--- src/tbc_pkg.sv ---
// constants shared by the 16-bit timer/counter block
package tbc_pkg;
	localparam logic [5:0] IDX_CTRL = 6'h00;
	localparam logic [5:0] IDX_LOW = 6'h01;
	localparam logic [5:0] IDX_HIGH = 6'h02;
	localparam logic [5:0] IDX_STAT = 6'h03;
	localparam int BIT_RUN = 0;
	localparam int BIT_SRC_EXT = 1;
	localparam int BIT_SYNC_BYP = 2;
	localparam int BIT_OSC_EN = 3;
	localparam int PS_LSB = 4;
	localparam int PS_MSB = 5;
	localparam int BIT_OSC_SYS = 6;
	localparam int BIT_WIDE = 7;
	localparam int BIT_WRAP = 0;
	localparam logic [7:0] CTRL_RESET = 8'h00;
	localparam logic [7:0] CTRL_WMASK = 8'hBF;
	localparam logic [15:0] COUNT_RESET = 16'h0000;
	localparam logic [15:0] COUNT_MAX = 16'hFFFF;
	localparam logic [7:0] HBUF_RESET = 8'h00;
	localparam logic [1:0] INST_DIV_LAST = 2'h3;
	localparam logic [2:0] PS_RESET = 3'h0;
endpackage

--- src/tbc_tick_if.sv ---
// count-clock selection and prescaler signals between top and prescaler
interface tbc_tick_if;
	logic run;
	logic src_ext;
	logic sync_bypass;
	logic clr;
	logic [1:0] ps_sel;
	logic ext_raw;
	logic inc;
	modport ctl (output run, output src_ext, output sync_bypass, output clr,
		output ps_sel, output ext_raw, input inc);
	modport pre (input run, input src_ext, input sync_bypass, input clr,
		input ps_sel, input ext_raw, output inc);
endinterface

--- src/tbc_prescaler.sv ---
// count source selection, external edge detection and 1/2/4/8 prescaler
module tbc_prescaler
	import tbc_pkg::*;
(
	input wire logic i_clk,
	input wire logic i_rst,
	tbc_tick_if.pre tk
);
	logic s1;
	logic s2;
	logic s3;
	logic edge_q;
	logic [1:0] qdiv;
	logic [2:0] ps_cnt;
	wire edge_raw;
	wire ext_edge;
	wire inst_tick;
	wire src_tick;
	wire [2:0] ps_max;
	wire ps_wrap;

	always_ff @(posedge i_clk) begin
		if (i_rst) begin
			s1 <= 1'b0;
			s2 <= 1'b0;
			s3 <= 1'b0;
			edge_q <= 1'b0;
			qdiv <= 2'h0;
		end else begin
			s1 <= tk.ext_raw;
			s2 <= s1;
			s3 <= s2;
			edge_q <= edge_raw;
			qdiv <= qdiv + 2'h1;
		end
	end

	assign edge_raw = s2 & ~s3;
	// bypass skips the alignment stage; the pad itself still passes two flops
	assign ext_edge = tk.sync_bypass ? edge_raw : edge_q;
	assign inst_tick = (qdiv == INST_DIV_LAST);
	assign src_tick = tk.src_ext ? ext_edge : inst_tick;
	assign ps_max = {tk.ps_sel == 2'h3, tk.ps_sel[1], |tk.ps_sel};
	assign ps_wrap = (ps_cnt == ps_max);
	assign tk.inc = tk.run & src_tick & ps_wrap & ~tk.clr;

	always_ff @(posedge i_clk) begin
		if (i_rst || tk.clr) begin
			ps_cnt <= PS_RESET;
		end else if (tk.run && src_tick) begin
			ps_cnt <= ps_wrap ? PS_RESET : ps_cnt + 3'h1;
		end
	end

	a_ps_divide: assert property (@(posedge i_clk) disable iff (i_rst)
		(tk.inc && tk.ps_sel == 2'h3 && !tk.src_ext) |-> ##1 !tk.inc [*8])
		else $error("prescaler 1:8 gave increments too close together");
endmodule

--- src/tbc_timer.sv ---
// 16-bit timer/counter with crystal oscillator control, Wishbone slave
// Overview of operation
// - counts only while count_run is set
// - wide_access_mode gives one 16-bit access
// - read-only bit shows oscillator drives system clock
// - prescale field divides by 1, 2, 4, 8
// - crystal_osc_enable powers the oscillator amplifier
// - external input always synchronized; bypass bit skips only the alignment stage
// - internal source ignores the bypass bit
// - source bit picks Fosc/4 or external edges
// - oscillator on: pins inputs, read as zero
// - two byte count registers, wrap flags overflow
// - compare_unit special event clears the count
// - oscillator keeps running in power-managed modes
// - wide mode: low read/write moves high buffer
// - wrap sets flag always, special event never
// - software write beats special event reset
// - low-byte write clears prescaler, high does not
module tbc_timer
	import tbc_pkg::*;
(
	input wire logic i_clk,
	input wire logic i_rst,
	input wire logic i_wb_cyc,
	input wire logic i_wb_stb,
	input wire logic i_wb_we,
	input wire logic [7:0] i_wb_adr,
	input wire logic [3:0] i_wb_sel,
	input wire logic [31:0] i_wb_dat,
	output logic [31:0] o_wb_dat,
	output logic o_wb_ack,
	input wire logic i_special_event,
	input wire logic i_sys_clk_from_osc,
	input wire logic i_power_managed,
	input wire logic [1:0] i_port_out,
	input wire logic [1:0] i_port_dir_in,
	input wire logic i_crystal_in_pin,
	output logic o_crystal_in_pin,
	output logic o_crystal_in_pin_oe,
	input wire logic i_crystal_out_pin,
	output logic o_crystal_out_pin,
	output logic o_crystal_out_pin_oe,
	output logic [1:0] o_port_read,
	output logic o_osc_amp_enable,
	output logic o_wrap_flag
);
	logic [7:0] ctrl;
	logic [15:0] count;
	logic [7:0] hbuf;
	logic wrap_flag;
	logic osc_s1;
	logic osc_s2;
	logic [1:0] pin_s1;
	logic [1:0] pin_s2;
	logic [31:0] rd_q;
	logic ack;
	tbc_tick_if tk ();

	wire req;
	wire take;
	wire wr;
	wire rd_take;
	wire [5:0] idx;
	wire lane0;
	wire sel_ctrl;
	wire sel_low;
	wire sel_high;
	wire sel_stat;
	wire wr_ctrl;
	wire wr_low;
	wire wr_high;
	wire wr_stat;
	wire rd_low;
	wire wide;
	wire osc_en;
	wire cnt_wr;
	wire wrap_evt;
	wire [7:0] ctrl_rd;
	wire [7:0] high_rd;
	wire [7:0] byte_rd;
	wire [15:0] count_inc;
	wire [15:0] next_count;
	wire [7:0] next_hbuf;
	wire [7:0] next_ctrl;
	wire next_wrap_flag;

	// bus decode: one word per register, byte lane 0 carries the data
	assign req = i_wb_cyc & i_wb_stb;
	assign take = req & ~ack;
	assign wr = req & ack & i_wb_we & lane0;
	assign rd_take = take & ~i_wb_we;
	assign idx = i_wb_adr[7:2];
	assign lane0 = i_wb_sel[0];
	assign sel_ctrl = (idx == IDX_CTRL);
	assign sel_low = (idx == IDX_LOW);
	assign sel_high = (idx == IDX_HIGH);
	assign sel_stat = (idx == IDX_STAT);
	assign wr_ctrl = wr & sel_ctrl;
	assign wr_low = wr & sel_low;
	assign wr_high = wr & sel_high;
	assign wr_stat = wr & sel_stat;
	assign rd_low = rd_take & sel_low;

	assign wide = ctrl[BIT_WIDE];
	assign osc_en = ctrl[BIT_OSC_EN];

	// status bit is never stored, it always mirrors the clock switch
	assign ctrl_rd = {ctrl[BIT_WIDE], osc_s2, ctrl[PS_MSB:PS_LSB], ctrl[3:0]};
	assign high_rd = wide ? hbuf : count[15:8];
	assign byte_rd = sel_ctrl ? ctrl_rd :
		sel_low ? count[7:0] :
		sel_high ? high_rd :
		sel_stat ? {7'h00, wrap_flag} : 8'h00;

	// count source and prescaler
	assign tk.run = ctrl[BIT_RUN];
	assign tk.src_ext = ctrl[BIT_SRC_EXT];
	assign tk.sync_bypass = ctrl[BIT_SYNC_BYP];
	assign tk.ps_sel = ctrl[PS_MSB:PS_LSB];
	assign tk.clr = wr_low;
	// the shared pad carries either the external clock or the crystal signal
	assign tk.ext_raw = i_crystal_out_pin;

	tbc_prescaler u_pre (
		.i_clk(i_clk),
		.i_rst(i_rst),
		.tk(tk)
	);

	// count update: software write first, then special event, then increment
	assign cnt_wr = wr_low | (wr_high & ~wide);
	assign count_inc = count + 16'h0001;
	assign wrap_evt = tk.inc & (count == COUNT_MAX) & ~cnt_wr & ~i_special_event;
	assign next_count = wr_low ?
		{(wide ? hbuf : count[15:8]), i_wb_dat[7:0]} :
		(wr_high && !wide) ? {i_wb_dat[7:0], count[7:0]} :
		i_special_event ? COUNT_RESET :
		tk.inc ? count_inc : count;
	assign next_hbuf = (wr_high && wide) ? i_wb_dat[7:0] :
		(rd_low && wide) ? count[15:8] : hbuf;
	assign next_ctrl = (i_wb_dat[7:0] & CTRL_WMASK) | (ctrl & ~CTRL_WMASK);
	// a wrap in the clearing cycle keeps the flag set
	assign next_wrap_flag = wrap_evt | (wrap_flag & ~(wr_stat & i_wb_dat[BIT_WRAP]));

	always_ff @(posedge i_clk) begin
		if (i_rst) begin
			count <= COUNT_RESET;
			hbuf <= HBUF_RESET;
			wrap_flag <= 1'b0;
		end else begin
			count <= next_count;
			hbuf <= next_hbuf;
			wrap_flag <= next_wrap_flag;
		end
	end

	// oscillator enable is not gated by power-managed state
	always_ff @(posedge i_clk) begin
		if (i_rst) begin
			ctrl <= CTRL_RESET;
		end else if (wr_ctrl) begin
			ctrl <= next_ctrl;
		end
	end

	always_ff @(posedge i_clk) begin
		if (i_rst) begin
			ack <= 1'b0;
			rd_q <= 32'h0000_0000;
		end else begin
			ack <= take;
			rd_q <= rd_take ? {24'h00_0000, byte_rd} : 32'h0000_0000;
		end
	end

	assign o_wb_ack = ack;
	assign o_wb_dat = rd_q;

	// pad inputs and clock-switch status arrive from other domains
	always_ff @(posedge i_clk) begin
		if (i_rst) begin
			osc_s1 <= 1'b0;
			osc_s2 <= 1'b0;
			pin_s1 <= 2'h0;
			pin_s2 <= 2'h0;
		end else begin
			osc_s1 <= i_sys_clk_from_osc;
			osc_s2 <= osc_s1;
			pin_s1 <= {i_crystal_in_pin, i_crystal_out_pin};
			pin_s2 <= pin_s1;
		end
	end

	// osc pads: enabled oscillator overrides port direction and reads zero
	assign o_crystal_out_pin = i_port_out[0];
	assign o_crystal_in_pin = i_port_out[1];
	assign o_crystal_out_pin_oe = ~osc_en & ~i_port_dir_in[0];
	assign o_crystal_in_pin_oe = ~osc_en & ~i_port_dir_in[1];
	assign o_port_read = osc_en ? 2'h0 : pin_s2;
	// start-up settling is left to software; the amplifier runs as soon as set
	assign o_osc_amp_enable = osc_en;
	assign o_wrap_flag = wrap_flag;

	a_halt_holds: assert property (@(posedge i_clk) disable iff (i_rst)
		(!ctrl[BIT_RUN] && !cnt_wr && !i_special_event) |=> count == $past(count))
		else $error("count moved while halted");
	a_wrap_flag_set: assert property (@(posedge i_clk) disable iff (i_rst)
		(count == COUNT_MAX && tk.inc && !cnt_wr && !i_special_event)
		|=> (wrap_flag && count == COUNT_RESET))
		else $error("wrap did not clear count and set flag");
	a_sev_clears: assert property (@(posedge i_clk) disable iff (i_rst)
		(i_special_event && !cnt_wr) |=> count == COUNT_RESET)
		else $error("special event did not clear count");
	a_sev_no_flag: assert property (@(posedge i_clk) disable iff (i_rst)
		(!wrap_flag && i_special_event) |=> !wrap_flag)
		else $error("special event set the wrap flag");
	a_write_wins: assert property (@(posedge i_clk) disable iff (i_rst)
		(wr_low && i_special_event) |=> count[7:0] == $past(i_wb_dat[7:0]))
		else $error("special event beat a low-byte write");
	a_wide_load: assert property (@(posedge i_clk) disable iff (i_rst)
		(wr_low && wide) |=> count[15:8] == $past(hbuf))
		else $error("wide write did not load high byte from buffer");
	a_wide_snap: assert property (@(posedge i_clk) disable iff (i_rst)
		(rd_low && wide) |=> hbuf == $past(count[15:8]))
		else $error("wide low read did not snapshot high byte");
	a_byte_high: assert property (@(posedge i_clk) disable iff (i_rst)
		(wr_high && !wide) |=> (count[15:8] == $past(i_wb_dat[7:0]) && hbuf == $past(hbuf)))
		else $error("byte-mode high write misrouted");
	a_osc_pins: assert property (@(posedge i_clk) disable iff (i_rst)
		osc_en |-> (!o_crystal_in_pin_oe && !o_crystal_out_pin_oe && o_port_read == 2'h0))
		else $error("oscillator pins driven or read nonzero");
	a_status_bit: assert property (@(posedge i_clk) disable iff (i_rst)
		(rd_take && sel_ctrl) |=> o_wb_dat[BIT_OSC_SYS] == $past(osc_s2))
		else $error("clock status bit misreported");
	a_ack_single: assert property (@(posedge i_clk) disable iff (i_rst)
		o_wb_ack |=> !o_wb_ack)
		else $error("ack held longer than one cycle");

	c_wrap: cover property (@(posedge i_clk) disable iff (i_rst) wrap_evt);
	c_wide_read: cover property (@(posedge i_clk) disable iff (i_rst) rd_low && wide);
	c_sev: cover property (@(posedge i_clk) disable iff (i_rst) i_special_event && tk.inc);
	c_ext_count: cover property (@(posedge i_clk) disable iff (i_rst) tk.src_ext && tk.inc);
endmodule

--- config.mk ---
export PLATFORM = sky130hd
export DESIGN_NAME = tbc_timer
export DESIGN_NICKNAME = d
export VERILOG_FILES = /design/src/tbc_pkg.sv /design/src/tbc_tick_if.sv /design/src/tbc_prescaler.sv /design/src/tbc_timer.sv
export SDC_FILE = /design/constraint.sdc
export NUM_CORES = 1
export LEC_CHECK = 0
export BUFFER_PORTS_ARGS = -buffer_cell sky130_fd_sc_hd__buf_4
export CORE_ASPECT_RATIO = 0.7
export CORE_MARGIN = 3
export CORE_UTILIZATION = 52
export CTS_CLUSTER_SIZE = 12
export DETAILED_ROUTE_END_ITERATION = 8
export HOLD_SLACK_MARGIN = 0.05
export PLACE_DENSITY = 0.83
export SLEW_MARGIN = 10
export SYNTH_ARGS = -nofsm -noshare
export SYNTH_HDL_FRONTEND = slang
export SYNTH_SLANG_ARGS = --single-unit
--- constraint.sdc ---
create_clock -name i_clk -period 2.5 [get_ports i_clk]
set_input_delay 0.125 -clock i_clk [delete_from_list [all_inputs] [get_ports i_clk]]
set_output_delay 0.125 -clock i_clk [all_outputs]
set_load 0.05 [all_outputs]
==> key figures <==
Critical path
  • R2R cell count: 5
  • Setup crit start kind: register
  • Crit Path Class: reg2reg
  • Setup slack, reg-to-reg: 370 ps
  • Critical Path AT: 2340 ps
  • Crit path from: u_pre.ps_cnt[0]$_SDFFE_PP0N_
  • Crit path max-delay family: compound AO/OA/AOI/OAI gates
  • CP bufs+invs: 0
  • Worst Path Max Fanout: 13
  • Largest stage delay on the critical path: 470 ps
  • Crit. End Element: register
  • Data required, critical path: 2710 ps
  • CP Cell Sequence: nand2_1 > a2111oi_4 > o21ai_2 > o31a_2 > o221a_2
  • Slowest CP cell: dfxtp_1
  • FF-to-FF Start: u_pre.ps_cnt[0]$_SDFFE_PP0N_
  • Reg2reg end: count[13]$_SDFFE_PP0P_

Timing
  • Fin Setup TNS: 0 ps
  • Final hold vios: 0
  • Max-slew violations: 0
  • Clock Skews: 8.88 ps
  • Setup Viol. Count Final: 0
  • Final min period: 2130 ps
  • RSZ-0062 raised after global routing: no
  • Fin crit share: 85.3%
  • Slew @ Worst Pin: 590 ps
  • Fin worst setup slack: 368 ps
  • Hold WS: 100 ps
  • Peak Freq: 469 MHz
  • Relative slew slack: 60.7%

Yosys
  • Synth async-reset ratio: 0%
  • Register area share after synthesis: 33.2%
  • Post-synth cell types: 70
  • #FFs+latches synth: 54
  • Commonest register cell after synthesis: dfxtp_1
  • Synth Area in Adders: 1.15%
  • Post-synthesis xor/xnor area fraction: 1.08%
  • Mapped Area: 0.00326 mm²
  • Simple-Gate Fraction of Synth Area: 22.3%
  • Synth Area in Compound Gates: 23.9%
  • Multiplexer share of the synthesized area: 7.49%
  • Synthesis Warnings: 0
  • Post-Syn Instances: 369
  • Syn avg cell area: 8.82 µm²
  • Largest family of logic cells by synthesized area: compound AO/OA/AOI/OAI gates
  • Post-synth EDFFs: 0

Clock tree
  • CTS Buf Count: 5
  • Max H-tree Level: 2
  • CTS tree: built
  • Clk root buf: clkbuf_8
  • Clock latency on the worst-skew pair: 320 ps
  • Clock Sinks: 54
  • CTS Buffer Depth: 2
  • Clock slew at reported path FFs: 110 ps

Place
  • Gp weighted congestion: 0.988
  • Pre-CTS setup slack: 347 ps
  • Port-buffer cells: 40
  • DP HPWL: 6490 µm

Routing
  • DRT antenna net count: 0
  • Uppermost routed layer: met4
  • DR iter-0 viols: 479
  • Drc violations: 0
  • Post-Route WL: 8920 µm
  • Pre-Repair DR Iteration Count: 7
  • Metal2 WL: 3640 µm
  • Metal1 wirelength: 3870 µm
  • Drt wl/cell: 18.5 µm
  • Vias: 2989
  • WL met3: 1270 µm
  • Vias per cell: 6.20

Global routing
  • GRT overflow: 0
  • Vias in the first global route: 2679
  • First-pass GRT wire length: 14300 µm
  • Initial antenna violation count: 0
  • Largest net degree at the start of global routing: 40
  • Total GRT Usage: 25.2%

Floorplan
  • Initial Utilization: 55.2%
  • Row cnt: 23
  • Core area: 0.00590 mm²
  • Die height: 72.2 µm
  • Number of top-level pins: 99
  • Full die area: 0.00726 mm²
  • Die width: 101 µm

Power
  • Power per Cell Area: 461 mW/mm²
  • Maximum VDD drop: 0.247 mV
  • Pleak: 1.35 nW

Outcome
  • Run status: completed

Final layout
  • Most frequent cells in the layout: dfxtp_1 (54), buf_4 (52), nor2_1 (25), nand2_1 (25), conb_1 (24)
  • Ratio of cells with drive above 1 in the final layout: 21.1%
  • Number of diodes: 0
  • Most common cell after layout, fill and taps aside: dfxtp_1
  • Area growth from synthesis to layout: 11.5%
  • # nets final: 467

Worst hold path
  • Hold Crit Class: in2reg
  • Hold path endpoint: ctrl[3]$_SDFFE_PP0P_
  • Worst hold start: i_wb_dat[3]
  • Hold path cells: 3

Job
  • Max-cap violations: 0
routing by layer:
layer / up-vias / track usage, %
met2: 197 / 35.9
li1: 1400 / -
met1: 1371 / 38.3
met4: 0 / 5.53
met3: 21 / 6.05
met5: - / 0
synth_stat cells (5+ instances only):
library cell	number	area, µm²
buf_4	31	233
dfxtp_1	54	1080
and2_1	8	50.1
mux2i_1	21	210
o22ai_1	7	43.8
nor2b_1	11	68.8
a2bb2oi_1	5	43.8
nand3_1	13	65.1
clkbuf_1	9	33.8
nor2_1	25	93.8
a31oi_1	5	31.3
nand2_1	25	93.8
a21oi_1	23	115
nor3_1	7	35.0
nand2b_1	5	31.3
nand4_1	7	43.8
o31ai_1	8	60.1
inv_1	7	26.3
a211oi_1	9	67.6
cells by family after synthesis:
kind of cell,Yosys count
XOR/XNOR,4
adder cells (fa/ha/maj),3
other,1
flip-flops,54
multiplexers,23
buffers and inverters,55
AND/OR/NAND/NOR,130
AO/OA/AOI/OAI,99
worst max-delay path by stage:
| stage | slack, ps | depth (start not counted) | endpoint |
|---|---|---|---|
| 2_1_floorplan | 620 | 6 | count[2]$_SDFFE_PP0P_ |
| 3_3_place_gp | 370 | 7 | count[10]$_SDFFE_PP0P_ |
| 3_5_place_dp | 350 | 7 | count[10]$_SDFFE_PP0P_ |
| 4_1_cts | 400 | 5 | count[13]$_SDFFE_PP0P_ |
| 5_1_grt | 290 | 5 | count[13]$_SDFFE_PP0P_ |
| 6_report | 370 | 5 | count[13]$_SDFFE_PP0P_ |
cell type report:
cell class,count,area [µm²]
Fill cell,498,2270
Timing Repair Buffer,55,420
Clock buffer,5,68.8
Tap cell,75,93.8
Clock inverter,3,28.8
Multi-Input combinational cell,283,1910
Sequential cell,54,1080
Inverter,7,26.3
repair_timing:
item	in CTS	in global routing
setup endpoints to repair	0	0
buffers inserted	0	0
hold buffers	3	0
hold endpoints to repair	3	0
resized for setup	0	0
power breakdown:
group	internal (mW)	switching (mW)	total, mW
Sequential	0.875	0.0141	0.889
Combinational	0.0710	0.179	0.250
Clock	0.208	0.325	0.533
worst register-to-register path: cells and delay by family, from the launching register on:
family / cells / cell delay [ps]
AO/OA/AOI/OAI: 4 / 1410
flip-flops: 1 / 470
AND/OR/NAND/NOR: 1 / 150
state kept, by name (all words and copies together) (netlist names):
name	cells
o_wb_dat	8
hbuf	8
ctrl	7
pin_s1	2
osc_s1	1
osc_s2	1
o_wrap_flag	1
count	16
u_pre.edge_q	1
o_wb_ack	1
pin_s2	2
u_pre.qdiv	2
u_pre.s3	1
u_pre.ps_cnt	3
per-stage QoR:
step,power [mW],util [%],cells,area (µm²)
after floorplan,1.11,-,392,3340
after global placement,1.14,59.4,471,3500
after detailed placement,1.15,59.4,471,3500
after CTS,1.67,61.5,482,3630
after global routing,1.73,61.5,482,3630
final,1.67,61.5,482,3630
(Power assumes the default switching activity.)
